===== src/pkg/usb_suspend_defines.svh =====
// offsets, field positions, reset values and timing counts
`ifndef USB_SUSPEND_DEFINES_SVH
`define USB_SUSPEND_DEFINES_SVH

`define CLK_MHZ 125
`define SUSP_IDLE_US 5000

`define AXI_AW 8
`define REG_CTRL 8'h00
`define REG_STATUS 8'h04
`define REG_IRQ_STAT 8'h08
`define REG_IRQ_MASK 8'h0C

`define RESP_OKAY 2'h0
`define RESP_DECERR 2'h3

`define CTRL_STOP_BIT 0
`define CTRL_PLAY_EN_BIT 1
`define CTRL_PLAY_EN_RESET 1'b1

`define IRQ_W 4
`define IRQ_SUSPEND_BIT 0
`define IRQ_RESUME_BIT 1
`define IRQ_STOPPED_BIT 2
`define IRQ_PLAY_BIT 3
`define IRQ_MASK_RESET 4'h0

`define ST_STATE_LSB 0
`define ST_SUSPEND_BIT 4
`define ST_PROG_EN_BIT 5
`define ST_LEVEL_LSB 8

`define BUF_AW 6
`define BUF_DEPTH 64
`define SAMPLE_W 32
`define BPZ_SAMPLE 32'h0000_0000
`define IDLE_CNT_W 20

`endif


===== src/pkg/usb_suspend_pkg.sv =====
// types shared by the suspend and playback control block
package usb_suspend_pkg;
  typedef enum logic [2:0]
  {
    PS_IDLE,
    PS_PRIME,
    PS_WAIT_SOF,
    PS_PLAY,
    PS_DRAIN
  } play_state_t;
  typedef logic [1:0] axi_resp_t;
  typedef logic [31:0] sample_pair_t;
endpackage

===== src/hw/sync_2ff.sv =====
// two-flop synchroniser for a group of independent level inputs
`timescale 1ns/1ps
module sync_2ff #(
  parameter int W = 1
) (
  input wire logic clk,
  input wire logic nrst,
  input wire logic [W-1:0] d,
  output logic [W-1:0] q
);
  genvar i;
  generate
    for (i = 0; i < W; i++)
    begin : g_bit
      logic meta_q;
      logic stab_q;
      always_ff @(posedge clk)
      begin
        if (!nrst)
        begin
          meta_q <= 1'b0;
          stab_q <= 1'b0;
        end
        else
        begin
          meta_q <= d[i];
          stab_q <= meta_q;
        end
      end
      assign q[i] = stab_q;
    end
  endgenerate
endmodule // sync_2ff


===== src/hw/usb_suspend_playback_control.sv =====
// usb suspend/resume and playback start/stop control with axi4-lite regs
// Functional notes
// RULE_01 - on stop, keep playing until the last buffered sample has gone out
// RULE_02 - enter suspend after about 5 ms of uninterrupted bus idle
// RULE_03 - suspend indicator stays high exactly while suspended
// RULE_04 - any non-idle bus state wakes the device at once
// RULE_05 - descriptor programming accepted only when both straps are high
// RULE_06 - system keeps D+ pull-up off while detached or unpowered
// RULE_07 - programming host holds serial select line high until ready
// RULE_08 - serial programming host keeps pull-up off until programming done
// RULE_09 - system may watch bus supply before enabling the pull-up
// RULE_10 - buffer the first packet, start playback at the next SOF
// RULE_11 - output bipolar zero while idle and waiting for audio
// RULE_12 - every non-idle bus state restarts the idle timer
//
// The implementer's own choices: the AXI4-Lite slave port and the register offsets.
`timescale 1ns/1ps
`include "usb_suspend_defines.svh"
module usb_suspend_playback_control #(
  parameter int unsigned SUSP_IDLE_CYCLES = `SUSP_IDLE_US * `CLK_MHZ
) (
  input wire logic clk,
  input wire logic nrst,
  input wire logic [`AXI_AW-1:0] s_axi_awaddr,
  input wire logic s_axi_awvalid,
  output logic s_axi_awready,
  input wire logic [31:0] s_axi_wdata,
  input wire logic [3:0] s_axi_wstrb,
  input wire logic s_axi_wvalid,
  output logic s_axi_wready,
  output usb_suspend_pkg::axi_resp_t s_axi_bresp,
  output logic s_axi_bvalid,
  input wire logic s_axi_bready,
  input wire logic [`AXI_AW-1:0] s_axi_araddr,
  input wire logic s_axi_arvalid,
  output logic s_axi_arready,
  output logic [31:0] s_axi_rdata,
  output usb_suspend_pkg::axi_resp_t s_axi_rresp,
  output logic s_axi_rvalid,
  input wire logic s_axi_rready,
  input wire logic bus_idle,
  input wire logic power_select,
  input wire logic descriptor_source,
  input wire logic sof,
  input wire logic host_stop,
  input wire logic in_valid,
  input wire usb_suspend_pkg::sample_pair_t in_data,
  input wire logic in_last,
  output logic in_ready,
  input wire logic sample_tick,
  output usb_suspend_pkg::sample_pair_t out_sample,
  output logic out_active,
  input wire logic prog_req,
  output logic prog_accept,
  output logic prog_enable,
  output logic suspend_indicator,
  output logic irq
);
  import usb_suspend_pkg::*;

  localparam logic [`IDLE_CNT_W-1:0] IDLE_LAST =
    `IDLE_CNT_W'(SUSP_IDLE_CYCLES - 1);

  function automatic logic reg_hit(input logic [`AXI_AW-1:0] a,
                                   input logic [`AXI_AW-1:0] off);
    reg_hit = (a[`AXI_AW-1:2] == off[`AXI_AW-1:2]);
  endfunction

  logic bus_idle_s;
  logic psel_s;
  logic dsrc_s;
  sync_2ff #(.W(3)) u_sync (
    .clk(clk),
    .nrst(nrst),
    .d({bus_idle, power_select, descriptor_source}),
    .q({bus_idle_s, psel_s, dsrc_s})
  );

  // suspend detection
  logic [`IDLE_CNT_W-1:0] idle_cnt_q;
  logic suspend_q;

  always_ff @(posedge clk)
  begin
    if (!nrst)
      idle_cnt_q <= '0;
    else if (!bus_idle_s)
      idle_cnt_q <= '0; // RULE_12
    else if (idle_cnt_q != IDLE_LAST)
      idle_cnt_q <= idle_cnt_q + 1'b1;
  end

  always_ff @(posedge clk)
  begin
    if (!nrst)
      suspend_q <= 1'b0;
    else if (!bus_idle_s)
      suspend_q <= 1'b0; // RULE_04
    else if (idle_cnt_q == IDLE_LAST)
      suspend_q <= 1'b1; // RULE_02
  end

  assign suspend_indicator = suspend_q; // RULE_03

  // straps are levels, so the gate follows them with sync latency only
  assign prog_enable = psel_s & dsrc_s; // RULE_05
  assign prog_accept = prog_req & prog_enable; // RULE_05

  // register bus
  logic aw_held_q;
  logic w_held_q;
  logic [`AXI_AW-1:0] awaddr_q;
  logic [31:0] wdata_q;
  logic [3:0] wstrb_q;
  logic bvalid_q;
  axi_resp_t bresp_q;
  logic rvalid_q;
  axi_resp_t rresp_q;
  logic [31:0] rdata_q;
  logic play_en_q;
  logic [`IRQ_W-1:0] irq_stat_q;
  logic [`IRQ_W-1:0] irq_mask_q;
  logic wr_fire;
  logic sw_stop;
  logic [`IRQ_W-1:0] irq_ev;
  logic [`IRQ_W-1:0] irq_clr;

  assign s_axi_awready = !aw_held_q && !bvalid_q;
  assign s_axi_wready = !w_held_q && !bvalid_q;
  assign wr_fire = aw_held_q && w_held_q && !bvalid_q;
  assign s_axi_bvalid = bvalid_q;
  assign s_axi_bresp = bresp_q;
  assign s_axi_arready = !rvalid_q;
  assign s_axi_rvalid = rvalid_q;
  assign s_axi_rresp = rresp_q;
  assign s_axi_rdata = rdata_q;

  always_ff @(posedge clk)
  begin
    if (!nrst)
    begin
      aw_held_q <= 1'b0;
      w_held_q <= 1'b0;
      awaddr_q <= '0;
      wdata_q <= '0;
      wstrb_q <= '0;
    end
    else
    begin
      if (s_axi_awvalid && s_axi_awready)
      begin
        aw_held_q <= 1'b1;
        awaddr_q <= s_axi_awaddr;
      end
      else if (wr_fire)
        aw_held_q <= 1'b0;
      if (s_axi_wvalid && s_axi_wready)
      begin
        w_held_q <= 1'b1;
        wdata_q <= s_axi_wdata;
        wstrb_q <= s_axi_wstrb;
      end
      else if (wr_fire)
        w_held_q <= 1'b0;
    end
  end

  always_ff @(posedge clk)
  begin
    if (!nrst)
    begin
      bvalid_q <= 1'b0;
      bresp_q <= `RESP_OKAY;
    end
    else if (wr_fire)
    begin
      bvalid_q <= 1'b1;
      if (reg_hit(awaddr_q, `REG_CTRL) || reg_hit(awaddr_q, `REG_IRQ_STAT) ||
          reg_hit(awaddr_q, `REG_IRQ_MASK) || reg_hit(awaddr_q, `REG_STATUS))
        bresp_q <= `RESP_OKAY;
      else
        bresp_q <= `RESP_DECERR;
    end
    else if (s_axi_bready)
      bvalid_q <= 1'b0;
  end

  // only byte lane 0 carries writable bits
  logic wr_ctrl;
  logic wr_mask;
  logic wr_stat;
  assign wr_ctrl = wr_fire && wstrb_q[0] && reg_hit(awaddr_q, `REG_CTRL);
  assign wr_mask = wr_fire && wstrb_q[0] && reg_hit(awaddr_q, `REG_IRQ_MASK);
  assign wr_stat = wr_fire && wstrb_q[0] && reg_hit(awaddr_q, `REG_IRQ_STAT);
  assign sw_stop = wr_ctrl && wdata_q[`CTRL_STOP_BIT];
  assign irq_clr = wr_stat ? wdata_q[`IRQ_W-1:0] : '0;

  always_ff @(posedge clk)
  begin
    if (!nrst)
      play_en_q <= `CTRL_PLAY_EN_RESET;
    else if (wr_ctrl)
      play_en_q <= wdata_q[`CTRL_PLAY_EN_BIT];
  end

  always_ff @(posedge clk)
  begin
    if (!nrst)
      irq_mask_q <= `IRQ_MASK_RESET;
    else if (wr_mask)
      irq_mask_q <= wdata_q[`IRQ_W-1:0];
  end

  // a new event beats a clear in the same cycle
  always_ff @(posedge clk)
  begin
    if (!nrst)
      irq_stat_q <= '0;
    else
      irq_stat_q <= (irq_stat_q & ~irq_clr) | irq_ev;
  end

  assign irq = |(irq_stat_q & irq_mask_q);

  // playback buffer and sequencing
  logic [`SAMPLE_W-1:0] mem_q [`BUF_DEPTH];
  logic [`BUF_AW-1:0] wr_ptr_q;
  logic [`BUF_AW-1:0] rd_ptr_q;
  logic [`BUF_AW:0] count_q;
  play_state_t state_q;
  play_state_t state_d;
  logic push;
  logic pop;
  logic stop_req;
  logic playing;
  sample_pair_t out_q;

  assign stop_req = host_stop || sw_stop;
  assign playing = (state_q == PS_PLAY) || (state_q == PS_DRAIN);
  // no new audio once a stop is pending; only what is held drains out
  assign in_ready = play_en_q && (count_q != `BUF_DEPTH) &&
                    (state_q != PS_DRAIN);
  assign push = in_valid && in_ready;
  assign pop = playing && sample_tick && (count_q != '0);

  always_comb
  begin
    state_d = state_q;
    unique case (state_q)
      PS_IDLE:
        if (push)
          state_d = in_last ? PS_WAIT_SOF : PS_PRIME;
      PS_PRIME:
        if (stop_req)
          state_d = PS_DRAIN; // RULE_01
        else if (push && in_last)
          state_d = PS_WAIT_SOF; // RULE_10
      PS_WAIT_SOF:
        if (stop_req)
          state_d = PS_DRAIN; // RULE_01
        else if (sof)
          state_d = PS_PLAY; // RULE_10
      PS_PLAY:
        if (stop_req)
          state_d = PS_DRAIN; // RULE_01
      PS_DRAIN:
        if (count_q == '0)
          state_d = PS_IDLE; // RULE_01
    endcase
  end

  always_ff @(posedge clk)
  begin
    if (!nrst)
      state_q <= PS_IDLE;
    else
      state_q <= state_d;
  end

  always_ff @(posedge clk)
  begin
    if (!nrst)
    begin
      wr_ptr_q <= '0;
      rd_ptr_q <= '0;
      count_q <= '0;
    end
    else
    begin
      if (push)
        wr_ptr_q <= wr_ptr_q + 1'b1;
      if (pop)
        rd_ptr_q <= rd_ptr_q + 1'b1;
      if (push && !pop)
        count_q <= count_q + 1'b1;
      else if (pop && !push)
        count_q <= count_q - 1'b1;
    end
  end

  always_ff @(posedge clk)
  begin
    if (push)
      mem_q[wr_ptr_q] <= in_data;
  end

  // an underrun plays bipolar zero rather than repeating a stale sample
  always_ff @(posedge clk)
  begin
    if (!nrst)
      out_q <= `BPZ_SAMPLE;
    else if (!playing)
      out_q <= `BPZ_SAMPLE; // RULE_11
    else if (pop)
      out_q <= mem_q[rd_ptr_q]; // RULE_01
    else if (sample_tick)
      out_q <= `BPZ_SAMPLE;
  end

  assign out_sample = out_q;
  assign out_active = playing;

  logic suspend_prev_q;
  always_ff @(posedge clk)
  begin
    if (!nrst)
      suspend_prev_q <= 1'b0;
    else
      suspend_prev_q <= suspend_q;
  end

  always_comb
  begin
    irq_ev = '0;
    irq_ev[`IRQ_SUSPEND_BIT] = suspend_q && !suspend_prev_q;
    irq_ev[`IRQ_RESUME_BIT] = !suspend_q && suspend_prev_q;
    irq_ev[`IRQ_STOPPED_BIT] = (state_q == PS_DRAIN) && (state_d == PS_IDLE);
    irq_ev[`IRQ_PLAY_BIT] = (state_q == PS_WAIT_SOF) && (state_d == PS_PLAY);
  end

  always_ff @(posedge clk)
  begin
    if (!nrst)
      rvalid_q <= 1'b0;
    else if (s_axi_arvalid && s_axi_arready)
      rvalid_q <= 1'b1;
    else if (s_axi_rready)
      rvalid_q <= 1'b0;
  end

  always_ff @(posedge clk)
  begin
    if (!nrst)
    begin
      rdata_q <= '0;
      rresp_q <= `RESP_OKAY;
    end
    else if (s_axi_arvalid && s_axi_arready)
    begin
      rdata_q <= '0;
      rresp_q <= `RESP_OKAY;
      if (reg_hit(s_axi_araddr, `REG_CTRL))
        rdata_q[`CTRL_PLAY_EN_BIT] <= play_en_q;
      else if (reg_hit(s_axi_araddr, `REG_STATUS))
      begin
        rdata_q[`ST_STATE_LSB +: 3] <= state_q;
        rdata_q[`ST_SUSPEND_BIT] <= suspend_q;
        rdata_q[`ST_PROG_EN_BIT] <= prog_enable;
        rdata_q[`ST_LEVEL_LSB +: `BUF_AW+1] <= count_q;
      end
      else if (reg_hit(s_axi_araddr, `REG_IRQ_STAT))
        rdata_q[`IRQ_W-1:0] <= irq_stat_q;
      else if (reg_hit(s_axi_araddr, `REG_IRQ_MASK))
        rdata_q[`IRQ_W-1:0] <= irq_mask_q;
      else
        rresp_q <= `RESP_DECERR;
    end
  end
endmodule // usb_suspend_playback_control


===== config.mk =====
export PLATFORM = sky130hd
export DESIGN_NAME = usb_suspend_playback_control
export DESIGN_NICKNAME = d
export VERILOG_FILES = /design/src/pkg/usb_suspend_pkg.sv /design/src/hw/sync_2ff.sv /design/src/hw/usb_suspend_playback_control.sv
export VERILOG_INCLUDE_DIRS = /design/src /design/src/pkg
export SDC_FILE = /design/constraint.sdc
export NUM_CORES = 2
export LEC_CHECK = 0
export ABC_AREA = 1
export BUFFER_PORTS_ARGS = -buffer_cell sky130_fd_sc_hd__buf_2
export CAP_MARGIN = 0
export CELL_PAD_IN_SITES_DETAIL_PLACEMENT = 1
export CELL_PAD_IN_SITES_GLOBAL_PLACEMENT = 1
export CORE_ASPECT_RATIO = 0.9
export CORE_MARGIN = 2
export CORE_UTILIZATION = 45
export CTS_BUF_LIST = sky130_fd_sc_hd__clkbuf_2
export DETAILED_ROUTE_END_ITERATION = 8
export PLACE_DENSITY_LB_ADDON = 0.1
export SYNTH_ARGS = -nofsm -noshare
export SYNTH_HDL_FRONTEND = slang
export SYNTH_SLANG_ARGS = --single-unit
export TNS_END_PERCENT = 5

===== constraint.sdc =====
create_clock -name clk -period 4.28 [get_ports clk]
set_input_delay 0.214 -clock clk [delete_from_list [all_inputs] [get_ports clk]]
set_output_delay 0.214 -clock clk [all_outputs]
set_load 0.05 [all_outputs]

Yosys cells after proc, flatten, opt, wreduce, memory -nomap -nowiden:

Memories as Yosys holds them, arrays and structs flattened. A register that Yosys moved wholly into a read port is not among the register bits.
Cells that the tools add are included.

* bitwise gates (word level): 6
* add/subtract/negate cells: 5
* eq/ne operators: 15
* mux-type cells: 40
* reduce and logical (&&, ||, !) cells: 52

Operators with widths (number)
* two-way mux 32 bit: 2
* two-way mux 7 bit: 4
* == test 6 x 2 -> 1 bit (second input constant): 4
* logical AND 1 bit: 24
* two-way mux 3 bit: 8
* adder 20 x 1 -> 20 bit (second input constant): 1
* == test 20 bit (second input constant): 1
* != test 20 bit (second input constant): 1
* two-way mux 4 bit: 4
* one-hot mux 3 bit (5 select lines): 1
* two-way mux 2 bit: 7
* adder 6 x 1 -> 6 bit (second input constant): 2
* == test 6 x 1 -> 1 bit (second input constant): 2
* logical NOT 6 bit: 2
* two-way mux 1 bit: 12
* two-way mux 6 bit: 2
* nonzero test 2 bit: 6
* == test 3 x 2 -> 1 bit (second input constant): 3
* AND 4 bit: 2
* logical NOT 1 bit: 8
* adder 7 x 1 -> 7 bit (second input constant): 1
* logical NOT 7 bit: 1
* != test 7 bit (second input constant): 1
* nonzero test 7 bit: 1
* other kinds (11): 18

* register bits after elaboration: 125
* memories: 1
* input bits: 100
* memory bits (writable): 2048

Memories
* mem_q: depth 64, bits a word 32, rd ports 1, clocked after memory_dff 1, wr ports 1, line usb_suspend_playback_control.sv:226 `` logic [`SAMPLE_W-1:0] mem_q [`BUF_DEPTH]; ``

Depth between registers and ports, before layout:

* word-level depth: 11
* gate-level depth with buffers: 18
* depth with buffers taken out: 18

Hierarchy:

Synthesis repeated with hierarchy kept, for this count alone.

* cells, all modules: 7400
* area, all modules: 87305.0 µm²

Modules (own cells, without submodules)
* usb_suspend_playback_control: seq. area each 63921.3 µm², area each 87117.3 µm², instances 1, cells an instance 7379
* sync_2ff: seq. area each 120.1 µm², area each 187.7 µm², instances 1, cells an instance 21

Worst setup path before layout:

Ideal clock, no wire load.

* kind: flip-flop to flip-flop
* from: register count_q[0]
* to: memory mem_q[55][0] (netlist bit) (enable)
* data arrival time: 3.504 ns
* stages on the path, launching flop included: 9
* setup time: 0.461 ns
* slack: 0.315 ns
* cells stage by stage: dfxtp_1 -> nor2_1 -> nand3_1 -> inv_1 -> nand4_1 -> nand3_1 -> nor3_1 -> nand2_1 -> nor3_1

* word-level cells in the longest chain between the ends: 6

RTL lines
* start: declaration: line usb_suspend_playback_control.sv:229 `` logic [`BUF_AW:0] count_q; ``
* start signal: assignment: line usb_suspend_playback_control.sv:295 `count_q <= count_q + 1'b1;`
* start signal: assignment: line usb_suspend_playback_control.sv:297 `count_q <= count_q - 1'b1;`
* != test 7 bit (no line)
* logical AND 1 bit (2 in a row): line usb_suspend_playback_control.sv:241 `` assign in_ready = play_en_q && (count_q != `BUF_DEPTH) && ``
* logical AND 1 bit: line usb_suspend_playback_control.sv:243 `assign push = in_valid && in_ready;`
* two-way mux 1 bit: line usb_suspend_playback_control.sv:303 `if (push)`
* two-way mux 1 bit (implied by the code): line usb_suspend_playback_control.sv:304 `mem_q[wr_ptr_q] <= in_data;`
* end: declaration: line usb_suspend_playback_control.sv:226

No other way between the ends.

Worst setup path in the final report:

* from: register count_q[0]
* to: register state_q[1]

* word-level cells in the longest chain between the ends: 8

RTL lines
* != test 7 bit (no line) (*)
* logical AND 1 bit (*) (2 in a row): line usb_suspend_playback_control.sv:241
* logical AND 1 bit (*): line usb_suspend_playback_control.sv:243
* net push: line usb_suspend_playback_control.sv:232 `logic push;`
* logical AND 1 bit: line usb_suspend_playback_control.sv:256 `else if (push && in_last)`
* two-way mux 3 bit: line usb_suspend_playback_control.sv:256
* two-way mux 3 bit: line usb_suspend_playback_control.sv:254 `if (stop_req)`
* one-hot mux 3 bit (5 select lines) (*): line usb_suspend_playback_control.sv:249 `unique case (state_q)`
* end signal: assignment: line usb_suspend_playback_control.sv:277 `state_q <= state_d;`
* end: declaration: line usb_suspend_playback_control.sv:230 `play_state_t state_q;`

The timed path passes the listed nets; every way through them passes the cells marked *.
A chain may end at the register's enable or synchronous reset.

==> impl_metrics.tcl <==
set metrics [dict create \
    use_met1_pct 38.63 \
    synth_top_family_by_area "simple AND/OR/NAND/NOR gates" \
    intPower_uw 31080 \
    fp-row-count 153 \
    comb_power_share_pct 17.3 \
    fmax_ghz 0.2627 \
    synthCells 7419 \
    yosysWarnings 0 \
    yosys-top-cells-area "edfxtp_1 (70%), nand3_1 (11%), nand2_1 (10%)" \
    dp_cells 9844 \
    timing.hold.ws_ns 0.2330 \
    min_path_type "in2reg" \
    ys_ff_latch 2175 \
    vias_per_cell 5.661 \
    rsz0062_at_grt "no" \
    crit_arrival_ns 5.63 \
    rr_startpoint "count_q[0]" \
    min_from "in_data[28]" \
    fin_skew_ns 0.1139 \
    p_sw_share_pct 31.71 \
    netlist.area_leader.share_pct 70.36 \
    synthAdderAreaFrac_pct 0.1517 \
    drtPass1Iterations 6 \
    synthToLayoutAreaGrowth_pct 13.21 \
    clk_pin_slew_ns 0.12 \
    synth_compound_area_share_pct 0.9706 \
    max-slew-margin-rel_pct 12.80 \
    met2_usage_pct 47.68 \
    antenna_found_initial 14 \
    synth_xor_area_share_pct 0.1102 \
    timing.final.crit_period_ns 3.807 \
    share_clk_of_total_power_pct 30.6 \
    fill_cells 20500 \
    rr_worst_depth 14 \
    grt_util_all_layers_pct 29.27 \
    power.density_nw_per_um2 459.9 \
    portBuffers 124 \
    drt_iter0_drc 5597 \
    fp.dieW_um 468.5 \
    layout_commonest_cell "nand2_1" \
    use_met3_pct 5.485 \
    reg2reg_slack_ns 0.47 \
    leakage_uw 0.03598 \
    final_nets 8226 \
    grt-busiest-layer "met2" \
    vdd_drop_max_uv 352.9 \
    synthMuxAreaShare_pct 0 \
    grt_max_degree 124 \
    fp.dieArea_um2 197800 \
    dpl.hpwl_um 152400 \
    core_area_um2 193200 \
    drive_above_1_share_pct 15.55 \
    ff_latch_area_um2 64060 \
    yosys.area_share.simple_pct 22.15 \
    critPathLaunchType "register" \
    design_area_um2 98950 \
    io_pins 179 \
    root_buffer "clkbuf_2" \
    cts_buffer_depth 4 \
    worstHoldPathCells 4 \
    cts_buffers 575 \
    synth_top_cell_by_area "edfxtp_1" \
    die_h_um 422.1 \
    routed-via-count 62620 \
    grt_first_pass_wirelength_um 424900 \
    p_switching_uw 14430 \
    worstSkewPairLatency_ns 1.91 \
    cts_tree "built" \
    synth-seq-area-share_pct 73.27 \
    worstSetupEndpointType "register" \
    cp_data_required_time_ns 6.10 \
    drv_cap 0 \
    final-setup-viol-count 0 \
    power_uw 45510 \
    power_frac_seq_pct 52.0 \
    syn-cell-area_um2 87400 \
    antenna_left 0 \
    overflow 0 \
    cts_setup_buffers 0 \
    synth.distinct_cells 39 \
    synth.avg_cell_area_um2 11.78 \
    status "finished clean" \
    final-max-slew-violation-count 0 \
    drc 0 \
    min_to "mem_q[0][28]" \
    worstPathMaxFanout 9 \
    path_class "reg2reg" \
    cts_num_sinks 2175 \
    globalplace.congestion 0.8211 \
    fin_cells 11060 \
    fin_crit_sh_pct 88.95 \
    multi_input_area_um2 20980 \
    htree_levels 6 \
    dpl_cell_area_um2 91500 \
    mostFrequentLayoutCells "nand2_1 (2369), edfxtp_1 (2048), nand3_1 (1945), clkbuf_2 (856), dlygate4sd3_1 (236)" \
    wire_per_inst_um 26.27 \
    tightest_slew_ns 1.308 \
    hold_viol 0 \
    grt_pass1_vias 64940 \
    r2r-end "state_q[1]" \
    drt_wl_total_um 290500 \
    start_util_pct 45.25 \
    tns_ns 0 \
]
[registers in the layout, indices dropped and copies added (netlist names), 4 cells and up, named ones only]
signal	count
wr_ptr_q	6
awaddr_q	6
rd_ptr_q	6
idle_cnt_q	20
count_q	7
wdata_q	4
s_axi_rdata	13
irq_mask_q	4
mem_q	2048
out_sample	32
irq_stat_q	4
[metrics by stage]
| stage | util, % | setup slack (ns) |
|---|---|---|
| after floorplan | - | 0.3145 |
| after global placement | 47.37 | 0.6068 |
| after detailed placement | 47.37 | 0.5672 |
| after CTS | 51.20 | 0.5282 |
| after global routing | 51.21 | 0.2574 |
| final | 51.23 | 0.4728 |
[power groups by stage]
stage          clock network, uW  logic (uW)  registers (uW)
2_1_floorplan                  0        4900           24100
3_3_place_gp                   0        7420           24100
3_5_place_dp                   0        7590           24200
4_1_cts                    14300        7880           23700
5_1_grt                    15400        8660           23700
6_report                   13900        7890           23700
[worst max-delay path by stage]
stage,start,to,cells after the start
floorplan,count_q[0],mem_q[55][0],8
CTS,count_q[0],mem_q[43][28],10
global route,count_q[0],state_q[1],14
finish,count_q[0],state_q[1],14
global placement,count_q[0],mem_q[43][26],10
detailed placement,count_q[0],mem_q[11][28],10
[timing repair]
item | 4_1_cts | 5_1_grt
endpoints found under the hold margin | 3729 | 0
endpoints found under the setup margin | 0 | 0
hold buffers | 252 | 0
resized for setup | 0 | 0
[worst max-delay path: stages, from the launching register on]
cell and delay (ns):
dfxtp_1 0.46, nor2_1 0.08, nand3_1 0.11, inv_1 0.05
nand4_1 0.09, nand3_1 0.44, inv_2 0.18, buf_4 0.24
nand2_1 0.07, dlygate4sd3_1 0.62, o21ai_0 0.12, nand3_1 0.09
dlygate4sd3_1 0.57, a21oi_1 0.12, dlygate4sd3_1 0.57
[final cells by class]
cell class	instances	share of cell area, %
diodes	22	0.05564
clock buffers	856	4.330
clock inverters	86	0.4147
inverters	91	0.3819
multi-input cells	4682	21.21
flip-flops and latches	2175	64.74
well taps	2557	3.233
repair buffers	591	5.637
[cell families after synthesis]
family	Yosys count
AND/OR/NAND/NOR	4478
flip-flops	2175
buffers and inverters	580
AO/OA/AOI/OAI	164
XOR/XNOR	11
adder cells (fa/ha/maj)	10
other	1
[cells in the mapped netlist]
cell      count
a31oi_1       2
nor3_2        1
nand3_1    1945
a21oi_1      99
o21a_1        1
dfxtp_1     127
edfxtp_1   2048
nor2_2        2
buf_1        62
o22ai_1       6
or3_1         1
xor2_1       10
buf_2       233
buf_6        20
nor3_4        1
nor3_1       12
nor4_2        1
and3_1        2
inv_4         1
nor3b_1       2
o21ai_0      50
a211oi_1      4
nor4_1        5
a22oi_1       1
buf_8         2
inv_2         6
nand4_1      13
o211ai_1      1
conb_1        1
fa_1          1
buf_4        73
clkbuf_1     99
xnor2_1       1
inv_1        84
ha_1          9
nand2_2       1
or2_2         3
nand2_1    2370
nor2_1      119
[layer usage]
layer | share of wire, % | vias up
met1 | 42 | 31890
met5 | 0.015 | -
met4 | 3.6 | 6
met3 | 6.7 | 531
met2 | 48 | 2284
li1 | - | 27910
Power figures use the tool's default switching activity.
